## src/rtl/instruction_word_decoder_cfg.svh

```systemverilog
// encodings, field positions and cycle counts of the instruction word decoder
`ifndef INSTRUCTION_WORD_DECODER_CFG_SVH
`define INSTRUCTION_WORD_DECODER_CFG_SVH

`define IWD_WORD_W        24
`define IWD_OPC           23:16
`define IWD_OPC_GRP       7:5
`define IWD_OP_SUBSEL     4
`define IWD_OP_BYTE       0

`define IWD_GRP_CTRL      3'h0
`define IWD_GRP_LIT       3'h1
`define IWD_GRP_WB_LO     3'h2
`define IWD_GRP_WB_HI     3'h3
`define IWD_GRP_BIT       3'h4
`define IWD_GRP_MULACC    3'h5
`define IWD_GRP_DSP       3'h6

`define IWD_OP_NOP        8'h00
`define IWD_OP_CALL_IND   8'h01
`define IWD_OP_CALL_LONG  8'h02
`define IWD_OP_GOTO_IND   8'h03
`define IWD_OP_GOTO_LONG  8'h04
`define IWD_OP_BRANCH_ALWAYS 8'h05
`define IWD_OP_RETURN     8'h06
`define IWD_OP_RETINT     8'h07
`define IWD_OP_LOOP_LONG  8'h08
`define IWD_OP_BRANCH_CND 8'h09
`define IWD_OP_SKIP       8'h0A
`define IWD_OP_TBL_RD     8'h0B
`define IWD_OP_TBL_WR     8'h0C
`define IWD_OP_MOVE_DBL   8'h5F

`define IWD_F_BASE        15:12
`define IWD_F_DMODE       11:10
`define IWD_F_DST         9:6
`define IWD_F_SMODE       5:4
`define IWD_F_SRC         3:0
`define IWD_F_FILE_SEL    13
`define IWD_F_FILE        12:0
`define IWD_F_BIT_IND     11
`define IWD_F_LDST_PRES   11
`define IWD_F_LDST        10:7
`define IWD_F_LDST_MODE   6:5
`define IWD_F_LIT5        4:0
`define IWD_F_LITMOV      15:4
`define IWD_F_ACC         15
`define IWD_F_WX          14:13
`define IWD_F_WY          12:11
`define IWD_F_XOP         10:8
`define IWD_F_YOP         7:5
`define IWD_F_XD          4:3
`define IWD_F_YD          2:1
`define IWD_F_AWB         0
`define IWD_F_SH_REG      14
`define IWD_F_SH_DST      13:10
`define IWD_F_SH_LIT      9:4
`define IWD_F_TGT_LO      15:0
`define IWD_F_TGT_HI      6:0

`define IWD_CYC_ONE       2'h1
`define IWD_CYC_TWO       2'h2
`define IWD_CYC_THREE     2'h3

`endif

```

## src/rtl/instruction_word_decoder_pkg.sv

```systemverilog
// types shared by the instruction word decoder
package instruction_word_decoder_pkg;

  typedef logic [3:0] default_working_register_t;

  typedef enum logic [2:0] {
    CAT_WORD_BYTE,
    CAT_BIT,
    CAT_LITERAL,
    CAT_DSP,
    CAT_CONTROL
  } category_e;

  typedef struct packed {
    logic [7:0]  opcode;
    category_e   category;
    logic        is_nop;
    logic        two_word;
    logic        byte_mode;
    logic        file_form;
    logic        file_to_file;
    default_working_register_t       base_reg_operand;
    default_working_register_t       source_reg_operand;
    logic [1:0]  src_mode;
    default_working_register_t       dest_reg_operand;
    logic [1:0]  dst_mode;
    logic [12:0] file_addr;
    logic [3:0]  bit_num;
    logic        bit_indirect;
    logic [15:0] literal;
    logic        multiply_accumulate;
    logic        acc_b;
    logic [1:0]  wx;
    logic [1:0]  wy;
    logic [2:0]  x_op;
    logic [2:0]  y_op;
    logic [1:0]  x_dst;
    logic [1:0]  y_dst;
    logic        awb;
    logic        shift_from_reg;
    logic [5:0]  shift_amt;
    logic [22:0] target;
  } decoded_s;

endpackage : instruction_word_decoder_pkg

```

## src/rtl/exec_cycle_timer.sv

```systemverilog
// down-counter that holds fetch off for the added cycles of an instruction
`timescale 1ns/1ps
module exec_cycle_timer #(
  parameter int CNT_W = 2
) (
  input  wire logic             mclk_i,
  input  wire logic             sys_rst_i,
  input  wire logic             clk_en_i,
  input  wire logic             load_i,
  input  wire logic [CNT_W-1:0] count_i,
  output logic                  busy_o
);

  logic [CNT_W-1:0] remain;

  always_ff @(posedge mclk_i or posedge sys_rst_i) begin
    if (sys_rst_i) begin
      remain <= '0;
    end else if (clk_en_i) begin
      if (load_i) begin
        remain <= count_i;
      end else if (remain != '0) begin
        remain <= remain - CNT_W'(1);
      end
    end
  end

  assign busy_o = (remain != '0);

endmodule : exec_cycle_timer

```

## src/rtl/instruction_word_decoder.sv

```systemverilog
// instruction word decoder: classifies, extracts operands, pairs words, times execution
// How it works
// - one word: 24 bits, 8-bit opcode on top
// - only three opcodes take two words
// - pair decoded from both words, 48 bits
// - second word upper byte must be zero
// - lone second word executes as nop
// - plain single word takes one cycle
// - true condition or pc change: two cycles
// - branches, tables, returns take two or three
// - taken skip: two or three cycles by length
// - double-word moves take two cycles
// - two-word instructions take two cycles
// - five groups: word/byte, bit, literal, dsp, control
// - base plain, source and destination with modifiers
// - file form: address plus file-or-w0 destination
// - bit number literal or from base register
// - literal math: base, literal, optional destination
// - multiply-accumulate: accumulator, operands, prefetch, write-back
// - other dsp: accumulator, shift by register or literal
// - register fields select one of sixteen
`include "instruction_word_decoder_cfg.svh"
`timescale 1ns/1ps
module instruction_word_decoder
  import instruction_word_decoder_pkg::*;
(
  input  wire logic                  mclk_i,
  input  wire logic                  sys_rst_i,
  input  wire logic                  clk_en_i,
  input  wire logic                  fetch_valid_i,
  input  wire logic [`IWD_WORD_W-1:0] fetch_word_i,
  input  wire logic                  cond_true_i,
  input  wire logic                  pc_write_i,
  output logic                       fetch_ready_o,
  output logic                       issue_o,
  output decoded_s                   decoded_o,
  output logic [1:0]                 exec_cycles_o,
  output logic                       nop_cycle_o,
  output logic                       second_word_next_o,
  output logic                       pair_error_o
);

  typedef enum logic [1:0] {
    ST_FETCH,
    ST_SECOND,
    ST_SKIP,
    ST_SKIP_SECOND
  } state_e;

  state_e                  state;
  state_e                  next_state;
  logic                    accept;
  logic                    timer_busy;
  logic                    flush_nop;
  logic [7:0]              fetch_op;
  logic [`IWD_WORD_W-1:0]  pair_first;
  logic                    single_issue;
  logic                    pair_issue;
  logic [1:0]              single_cycles;
  logic                    timer_load;
  logic [1:0]              timer_count;
  logic                    upper_zero;

  function automatic logic is_two_word(input logic [7:0] op);
    return (op == `IWD_OP_CALL_LONG) || (op == `IWD_OP_GOTO_LONG) ||
           (op == `IWD_OP_LOOP_LONG);
  endfunction : is_two_word

  function automatic category_e classify(input logic [7:0] op);
    category_e c;
    c = CAT_CONTROL;
    unique case (op[`IWD_OPC_GRP])
      `IWD_GRP_LIT:                 c = CAT_LITERAL;
      `IWD_GRP_WB_LO, `IWD_GRP_WB_HI: c = CAT_WORD_BYTE;
      `IWD_GRP_BIT:                 c = CAT_BIT;
      `IWD_GRP_MULACC, `IWD_GRP_DSP: c = CAT_DSP;
      default:                      c = CAT_CONTROL;
    endcase
    return c;
  endfunction : classify

  function automatic logic [1:0] base_cycles(input logic [7:0] op);
    logic [1:0] n;
    n = `IWD_CYC_ONE;
    unique case (op)
      `IWD_OP_RETURN, `IWD_OP_RETINT: n = `IWD_CYC_THREE;
      `IWD_OP_BRANCH_ALWAYS, `IWD_OP_CALL_IND, `IWD_OP_GOTO_IND,
      `IWD_OP_TBL_RD, `IWD_OP_TBL_WR: n = `IWD_CYC_TWO;
      `IWD_OP_MOVE_DBL:               n = `IWD_CYC_TWO;
      default:                        n = `IWD_CYC_ONE;
    endcase
    return n;
  endfunction : base_cycles

  // register fields are four bits wide, so any of w0..w15 is reachable
  function automatic decoded_s decode_word(input logic [`IWD_WORD_W-1:0] w);
    decoded_s   d;
    logic [7:0] op;
    d = '0;
    op = w[`IWD_OPC];
    d.opcode = op;
    d.category = classify(op);
    d.is_nop = (op == `IWD_OP_NOP);
    d.byte_mode = op[`IWD_OP_BYTE];
    unique case (d.category)
      CAT_WORD_BYTE: begin
        if (op[`IWD_OP_SUBSEL]) begin
          d.file_form = 1'b1;
          d.file_addr = w[`IWD_F_FILE];
          d.file_to_file = w[`IWD_F_FILE_SEL];
        end else begin
          d.base_reg_operand = w[`IWD_F_BASE];
          d.source_reg_operand = w[`IWD_F_SRC];
          d.src_mode = w[`IWD_F_SMODE];
          d.dest_reg_operand = w[`IWD_F_DST];
          d.dst_mode = w[`IWD_F_DMODE];
        end
      end
      CAT_BIT: begin
        d.source_reg_operand = w[`IWD_F_SRC];
        d.src_mode = w[`IWD_F_SMODE];
        d.bit_indirect = w[`IWD_F_BIT_IND];
        d.bit_num = w[`IWD_F_BASE];
        d.base_reg_operand = w[`IWD_F_BASE];
      end
      CAT_LITERAL: begin
        if (op[`IWD_OP_SUBSEL]) begin
          d.literal = {4'h0, w[`IWD_F_LITMOV]};
          d.dest_reg_operand = w[`IWD_F_SRC];
        end else begin
          d.base_reg_operand = w[`IWD_F_BASE];
          d.literal = {11'h000, w[`IWD_F_LIT5]};
          if (w[`IWD_F_LDST_PRES]) begin
            d.dest_reg_operand = w[`IWD_F_LDST];
            d.dst_mode = w[`IWD_F_LDST_MODE];
          end else begin
            d.dest_reg_operand = w[`IWD_F_BASE];
          end
        end
      end
      CAT_DSP: begin
        d.acc_b = w[`IWD_F_ACC];
        if (op[`IWD_OPC_GRP] == `IWD_GRP_MULACC) begin
          d.multiply_accumulate = 1'b1;
          d.wx = w[`IWD_F_WX];
          d.wy = w[`IWD_F_WY];
          d.x_op = w[`IWD_F_XOP];
          d.y_op = w[`IWD_F_YOP];
          d.x_dst = w[`IWD_F_XD];
          d.y_dst = w[`IWD_F_YD];
          d.awb = w[`IWD_F_AWB];
        end else begin
          d.shift_from_reg = w[`IWD_F_SH_REG];
          d.source_reg_operand = w[`IWD_F_SRC];
          d.shift_amt = w[`IWD_F_SH_LIT];
          d.dest_reg_operand = w[`IWD_F_SH_DST];
        end
      end
      CAT_CONTROL: begin
        d.target = {7'h00, w[`IWD_F_TGT_LO]};
      end
    endcase
    return d;
  endfunction : decode_word

  assign fetch_op = fetch_word_i[`IWD_OPC];
  assign fetch_ready_o = !timer_busy;
  assign accept = clk_en_i && fetch_valid_i && fetch_ready_o;
  assign upper_zero = (fetch_op == 8'h00);
  assign single_issue = accept && (state == ST_FETCH) && !is_two_word(fetch_op);
  assign pair_issue = accept && (state == ST_SECOND);
  assign nop_cycle_o = timer_busy || flush_nop;

  always_comb begin
    single_cycles = base_cycles(fetch_op);
    if (fetch_op == `IWD_OP_SKIP) begin
      single_cycles = `IWD_CYC_ONE; // skipped words show up as flushed nops
    end else if (!upper_zero && single_cycles == `IWD_CYC_ONE &&
                 (pc_write_i || (fetch_op == `IWD_OP_BRANCH_CND && cond_true_i))) begin
      single_cycles = `IWD_CYC_TWO;
    end
    timer_load = single_issue && (single_cycles != `IWD_CYC_ONE);
    timer_count = single_cycles - `IWD_CYC_ONE;
  end

  always_comb begin
    next_state = state;
    if (accept) begin
      unique case (state)
        ST_FETCH: begin
          if (is_two_word(fetch_op)) begin
            next_state = ST_SECOND;
          end else if (fetch_op == `IWD_OP_SKIP && cond_true_i) begin
            next_state = ST_SKIP;
          end
        end
        ST_SKIP: begin
          next_state = is_two_word(fetch_op) ? ST_SKIP_SECOND : ST_FETCH;
        end
        ST_SECOND, ST_SKIP_SECOND: begin
          next_state = ST_FETCH;
        end
      endcase
    end
  end

  always_ff @(posedge mclk_i or posedge sys_rst_i) begin
    if (sys_rst_i) begin
      state <= ST_FETCH;
      second_word_next_o <= 1'b0;
    end else if (clk_en_i) begin
      state <= next_state;
      second_word_next_o <= (next_state == ST_SECOND) ||
                            (next_state == ST_SKIP_SECOND);
    end
  end

  always_ff @(posedge mclk_i or posedge sys_rst_i) begin
    if (sys_rst_i) begin
      pair_first <= '0;
    end else if (accept && state == ST_FETCH && is_two_word(fetch_op)) begin
      pair_first <= fetch_word_i;
    end
  end

  // skipped words are fetched and thrown away, one nop cycle each
  always_ff @(posedge mclk_i or posedge sys_rst_i) begin
    if (sys_rst_i) begin
      flush_nop <= 1'b0;
    end else if (clk_en_i) begin
      flush_nop <= accept && (state == ST_SKIP || state == ST_SKIP_SECOND);
    end
  end

  always_ff @(posedge mclk_i or posedge sys_rst_i) begin
    if (sys_rst_i) begin
      issue_o <= 1'b0;
      decoded_o <= '0;
      exec_cycles_o <= `IWD_CYC_ONE;
      pair_error_o <= 1'b0;
    end else if (clk_en_i) begin
      issue_o <= single_issue || pair_issue;
      pair_error_o <= pair_issue && !upper_zero;
      if (single_issue) begin
        decoded_o <= decode_word(fetch_word_i);
        exec_cycles_o <= single_cycles;
      end else if (pair_issue) begin
        decoded_o <= decode_word(pair_first);
        decoded_o.two_word <= 1'b1;
        decoded_o.target <= {fetch_word_i[`IWD_F_TGT_HI], pair_first[`IWD_F_TGT_LO]};
        decoded_o.literal <= fetch_word_i[`IWD_F_TGT_LO];
        decoded_o.is_nop <= !upper_zero; // a malformed pair does nothing
        exec_cycles_o <= `IWD_CYC_TWO;
      end
    end
  end

  exec_cycle_timer #(
    .CNT_W (2)
  ) u_timer (
    .mclk_i    (mclk_i),
    .sys_rst_i (sys_rst_i),
    .clk_en_i  (clk_en_i),
    .load_i    (timer_load),
    .count_i   (timer_count),
    .busy_o    (timer_busy)
  );
endmodule : instruction_word_decoder

```

## config.mk

```make
export PLATFORM = sky130hd
export DESIGN_NAME = instruction_word_decoder
export DESIGN_NICKNAME = d
export VERILOG_FILES = /design/src/rtl/instruction_word_decoder_pkg.sv /design/src/rtl/exec_cycle_timer.sv /design/src/rtl/instruction_word_decoder.sv
export VERILOG_INCLUDE_DIRS = /design/src /design/src/rtl
export SDC_FILE = /design/constraint.sdc
export NUM_CORES = 1
export LEC_CHECK = 0
export ABC_CLOCK_PERIOD_IN_PS = 11900
export BUFFER_PORTS_ARGS = -buffer_cell sky130_fd_sc_hd__buf_4
export CELL_PAD_IN_SITES_DETAIL_PLACEMENT = 0
export CELL_PAD_IN_SITES_GLOBAL_PLACEMENT = 2
export CORE_ASPECT_RATIO = 0.9
export CORE_MARGIN = 2
export CORE_UTILIZATION = 36
export DETAILED_ROUTE_END_ITERATION = 7
export PLACE_DENSITY_LB_ADDON = 0.12
export SYNTH_ARGS = -nofsm -noshare
export SYNTH_HDL_FRONTEND = slang
export SYNTH_SLANG_ARGS = --single-unit
```

## constraint.sdc

```tcl
create_clock -name mclk_i -period 11.9 [get_ports mclk_i]
set_clock_uncertainty 0.15 [all_clocks]
set_input_delay 1.785 -clock mclk_i [delete_from_list [all_inputs] [get_ports mclk_i]]
set_output_delay 1.785 -clock mclk_i [all_outputs]
set_load 0.005 [all_outputs]
```

# After elaboration in Yosys (flattened, before gate mapping)
# Cells that the tools add are included.
[totals]
ff_bits = 147
out_inout_bits = 120
[classes]
addsub = 2
eq_ne = 39
mux = 68
reduce_logical = 39
[op_table]
columns = ["cell", "n"]
rows = [
  ["113-bit two-way mux", 2],
  ["4-bit one-hot mux with 3 select lines", 6],
  ["13-bit two-way mux", 4],
  ["16-bit two-way mux", 3],
  ["24-bit two-way mux", 2],
  ["8-bit by 4-bit == test with 1-bit output, second input constant", 5],
  ["4-bit two-way mux", 10],
  ["2-bit two-way mux", 18],
  ["8-bit by 3-bit == test with 1-bit output, second input constant", 4],
  ["15-bit two-way mux", 2],
  ["3-bit by 2-bit == test with 1-bit output, second input constant", 8],
  ["12-bit two-way mux", 2],
  ["3-bit one-hot mux with 4 select lines", 2],
  ["3-bit == test, second input constant", 7],
  ["2-bit one-hot mux with 2 select lines", 5],
  ["8-bit by 2-bit == test with 1-bit output, second input constant", 2],
  ["3-bit two-way mux", 5],
  ["7-bit two-way mux", 2],
  ["1-bit logical AND", 13],
  ["3-bit by 1-bit == test with 1-bit output, second input constant", 4],
  ["2-bit OR reduction", 6],
  ["5-bit two-way mux", 2],
  ["8-bit by 1-bit == test with 1-bit output, second input constant", 1],
  ["8-bit by 7-bit == test with 1-bit output, second input constant", 1],
  ["other kinds (14)", 32],
]

# Logic depth before layout (Yosys ltp)
[logic_depth]
depth_word = 12
ltp_mapped = 10

# Hierarchy
# From an unflattened synthesis, not the netlist that was laid out.
[hier_totals]
cells_unflattened = 703
hier_area_um2 = 6993.0
[modules_own_cells]
columns = ["mod", "instances", "cells_per_inst", "area_each_um2", "seq_area_each_um2"]
rows = [
  ["instruction_word_decoder", 1, 687, 6861.6, 3579.7],
  ["exec_cycle_timer", 1, 16, 131.4, 50.0],
]

# Least setup slack after synthesis
# OpenSTA, ideal clock, no wires.
[synth_path]
path_kind = "input to register"
startpoint = "input port fetch_word_i[23]"
endpoint = "register u_timer.remain[0]"
setup_ps = 77
t_arrival_ps = 3934
setup_slack_ps = 7739
stages = 10
n_path_buf = 1
cell_sequence = "buf_6 -> or4_4 -> o41ai_1 -> a221o_1 -> o31ai_1 -> and2_1 -> ha_1 -> o32ai_1 -> o22ai_1 -> a21oi_1"
[synth_between]
elab_chain_len = 12
elab_cells_between_ends = 35
[synth_lines]
columns = ["item", "line", "text"]
rows = [
  ["start, declared", "instruction_word_decoder.sv:31", "input wire logic [`IWD_WORD_W-1:0] fetch_word_i,"],
  ["8-bit by 7-bit == test with 1-bit output, or another cell as far along", "instruction_word_decoder.sv:85", "unique case (op)"],
  ["6-bit OR reduction (no line) / 2-bit OR reduction (equally long branches)", "--", ""],
  ["2-bit one-hot mux with 2 select lines", "instruction_word_decoder.sv:85", ""],
  ["2-bit by 1-bit == test with 1-bit output (no line)", "--", ""],
  ["1-bit logical AND (no line)", "--", ""],
  ["1-bit logical AND", "instruction_word_decoder.sv:178", "end else if (!upper_zero && single_cycles == `IWD_CYC_ONE &&"],
  ["2-bit two-way mux", "instruction_word_decoder.sv:178", ""],
  ["2-bit two-way mux", "instruction_word_decoder.sv:176", "if (fetch_op == `IWD_OP_SKIP) begin"],
  ["2-bit by 1-bit inequality test with 1-bit output (no line)", "--", ""],
  ["1-bit logical AND", "instruction_word_decoder.sv:182", "timer_load = single_issue && (single_cycles != `IWD_CYC_ONE);"],
  ["2-bit nonzero test (no line)", "--", ""],
  ["2-bit AND reduction (no line)", "--", ""],
  ["end signal, assigned", "exec_cycle_timer.sv:21", "remain <= count_i;"],
  ["end signal, assigned", "exec_cycle_timer.sv:23", "remain <= remain - CNT_W'(1);"],
  ["end, declared", "exec_cycle_timer.sv:14", "logic [CNT_W-1:0] remain;"],
]
# Parallel ways exist; a longest one is shown, timed or not.
# A chain may end at the register's enable or synchronous reset.

# Worst setup path in the final report
[layout_path]
startpoint = "input port clk_en_i"
endpoint = "register decoded_o[44] (netlist bit)"
[layout_between]
elab_chain_len = 6
elab_cells_between_ends = 8
[layout_lines]
columns = ["item", "line", "text"]
rows = [
  ["start, declared", "instruction_word_decoder.sv:29", "input wire logic clk_en_i,"],
  ["1-bit logical AND (2 in a row)", "instruction_word_decoder.sv:168", "assign accept = clk_en_i && fetch_valid_i && fetch_ready_o;"],
  ["1-bit logical AND (2 in a row)", "instruction_word_decoder.sv:170", "assign single_issue = accept && (state == ST_FETCH) && !is_two_word(fetch_op);"],
  ["2-bit nonzero test (no line)", "--", ""],
  ["2-bit AND reduction (no line)", "--", ""],
  ["end signal, assigned", "instruction_word_decoder.sv:245", "decoded_o <= decode_word(fetch_word_i);"],
  ["end signal, assigned", "instruction_word_decoder.sv:248", "decoded_o <= decode_word(pair_first);"],
  ["end, declared", "instruction_word_decoder.sv:36", "output decoded_s decoded_o,"],
]
# Parallel ways exist; a longest one is shown, timed or not.

==> summary.txt <==
CTS
  • CTS clk-pin slew, worst paths: 0.07 ns
  • Clk sink count: 145
  • Post-CTS Setup Bufs: 0
  • Total CTS buffers: 17
  • Clk Latency, worst-skew pair: 0.43 ns
  • CTS tree: built
  • Root buffer cell: clkbuf_16
  • Cts hold-fix bufs: 0
  • Number of H-tree levels: 4
  • Post_cts resized: 0
  • Clk buf depth: 2

Synthesis
  • Number of distinct library cells after synthesis: 66
  • Most common cell in the netlist: dfrtp_1
  • Asr flop ratio synth: 100%
  • Number of flops mapped to enable cells by yosys: 0
  • Synth cell count leaders: dfrtp_1 (144), nand2_1 (85), nor2_1 (62)
  • Synth Register Bits: 145
  • Mapped Area: 0.00703 mm2
  • Top cells by area, synth: dfrtp_1 (51%), a222oi_1 (5.1%), nand2_1 (4.5%), mux2_2 (3.4%), nor2_1 (3.3%)
  • Synth area leader: dfrtp_1
  • Syn. warnings: 0
  • Top-area cell type share of the netlist area: 51.2%
  • Sequential fraction of the synthesis area: 51.6%
  • Syn Nets: 742
  • Top_reg_cell synth: dfrtp_1
  • Syn Area/Cell: 9.90 um2
  • Synthesized instance count: 710

Timing
  • Part of the cycle the worst path needs: 34.9%
  • Max Clock Freq: 241 MHz
  • Period minus WS final: 4.15 ns
  • Hold Fails Final Rpt: 0
  • Max-slew headroom: 19.2%
  • WHS: 0.323 ns
  • Sum of negative setup slack: 0 ns
  • RSZ-0062 raised after global routing: no
  • Setup-failing EPs final: 0
  • Worst slew pin tran: 1.21 ns
  • Final slew viol count: 0

Worst setup path
  • Setup crit start kind: primary input
  • CP Class: primary input to flip-flop
  • CP required: 12.10 ns
  • Worst Reg-to-Reg Cells: 7
  • CP max FO: 16
  • Register-to-Register Setup Slack: 8.41 ns
  • CP Capture Type: flip-flop
  • Arrival @ worst endpoint: 4.35 ns

Cells and area
  • Share of cells above drive strength 1: 27.7%
  • Nets: 845
  • ANT cells: 0
  • Area growth syn-to-layout: 25.4%

Detailed routing
  • Pre-antenna DRT Iters: 8
  • Final ANT Viol Nets: 0
  • Via-per-instance ratio: 5.96
  • Initial DRC Count: 659
  • Detailed Route WL: 26.8 mm
  • WL/cell: 24.9 um
  • Residual DRC count: 0
  • Via count: 6412

Die
  • Core box area: 0.0192 mm2
  • Die area: 0.0207 mm2
  • I/O pin count: 150
  • Die H: 137 um
  • Initial Util: 36.7%
  • Core Rows: 48
  • Die X-Extent: 151 um

Power
  • P_leak: 4.35 nW
  • Cell area power density: 200 mW/mm2
  • Total chip power: 0.00176 W
  • IR Drop Worst-Case VDD: 82.7 uV

Place
  • Routability cong.: 0.885
  • HPWL Detailed: 17.6 mm
  • I/O Buffers: 149

Min path
  • Worst Hold Class: flip-flop to flip-flop
  • Cells on Worst Hold Path: 2

Run status
  • Status: finished clean

Global route
  • Largest net degree at the start of global routing: 75
  • Grt ovf: 0
  • Vias in the first global route: 6017
  • GRT Resource Usage Total: 26.4%
  • First-pass GRT wire length: 39.6 mm
  • Initial antenna violation count: 0

Job
  • Max_cap viols: 0
state kept, by name, indices dropped and copies added, names as in the netlist, named ones only:
signal / cells
exec_cycles_o: 2
pair_first: 24
issue_o: 1
flush_nop: 1
decoded_o: 112
u_timer.remain: 2
pair_error_o: 1
cell usage in the layout, fill, tap and decap left out, types with 17 or more instances in the layout:
master,n
a222oi_1,36
buf_4,158
clkbuf_16,17
dfrtp_1,144
inv_1,41
mux2_2,21
nand2_1,85
nand3_1,26
nor2_1,61
o21ai_0,31
metal layers:
layer	part of all wire (%)	wire length [um]	GRT usage, %	up-vias
met2	43	11500	36.7	319
met1	48	12800	41.7	3251
met5	0	0	0	-
li1	-	-	-	2813
met3	8.2	2190	4.93	29
met4	1.2	322	6.70	0
layout make-up:
| cell class | count | area, um2 |
|---|---|---|
| clock buffers | 18 | 429 |
| clock inverters | 14 | 168 |
| fillers | 1824 | 10300 |
| inverters | 42 | 163 |
| multi-input cells | 449 | 2930 |
| flip-flops and latches | 145 | 3630 |
| well taps | 250 | 313 |
| repair buffers | 158 | 1190 |
critical path: stages:
cell      delay (ns)
buf_4           0.13
and4b_1         0.66
nand2_2         0.34
nor3_2          1.02
a221oi_1        0.27
nor2_1          0.14
report_power, final:
part           leakage (nW)  total, W  switching (W)  internal, W
registers              1.92  0.000725      0.0000969     0.000628
logic                  2.13  0.000487       0.000223     0.000264
clock network         0.292  0.000552       0.000235     0.000317
per-stage QoR:
| step | instance area [um2] | util, % | instances | setup slack (ns) |
|---|---|---|---|---|
| 2_1_floorplan | 7030 | - | 710 | 6.07 |
| 3_3_place_gp | 8220 | 42.9 | 1044 | 7.33 |
| 3_5_place_dp | 8220 | 42.9 | 1044 | 7.30 |
| 4_1_cts | 8820 | 46.0 | 1076 | 7.74 |
| 5_1_grt | 8820 | 46.0 | 1076 | 7.54 |
| 6_report | 8820 | 46.0 | 1076 | 7.75 |
cell families (layout without fill, tap and decap cells):
logic type      after synthesis  in the layout  share of synthesized area [%]
compound gates              198            198                           21.7
buf+inv                     116            232                           7.05
mux                          29             29                           4.50
simple gates                217            217                           14.4
fa+ha+maj                     2              2                          0.356
flops                       145            145                           51.6
xor+xnor                      3              3                          0.374
final timing paths:
| check | startpoint | to |
|---|---|---|
| hold reg to reg | decoded_o[11] | decoded_o[11] |
| setup reg to reg | u_timer.remain[0] | decoded_o[44] |
| setup / recovery | clk_en_i | decoded_o[44] |
| min in group asynchronous | sys_rst_i | issue_o |
| max in group asynchronous | sys_rst_i | pair_first[5] |
| hold / removal | decoded_o[11] | decoded_o[11] |
Note: power is estimated with default switching activity, not from simulation.
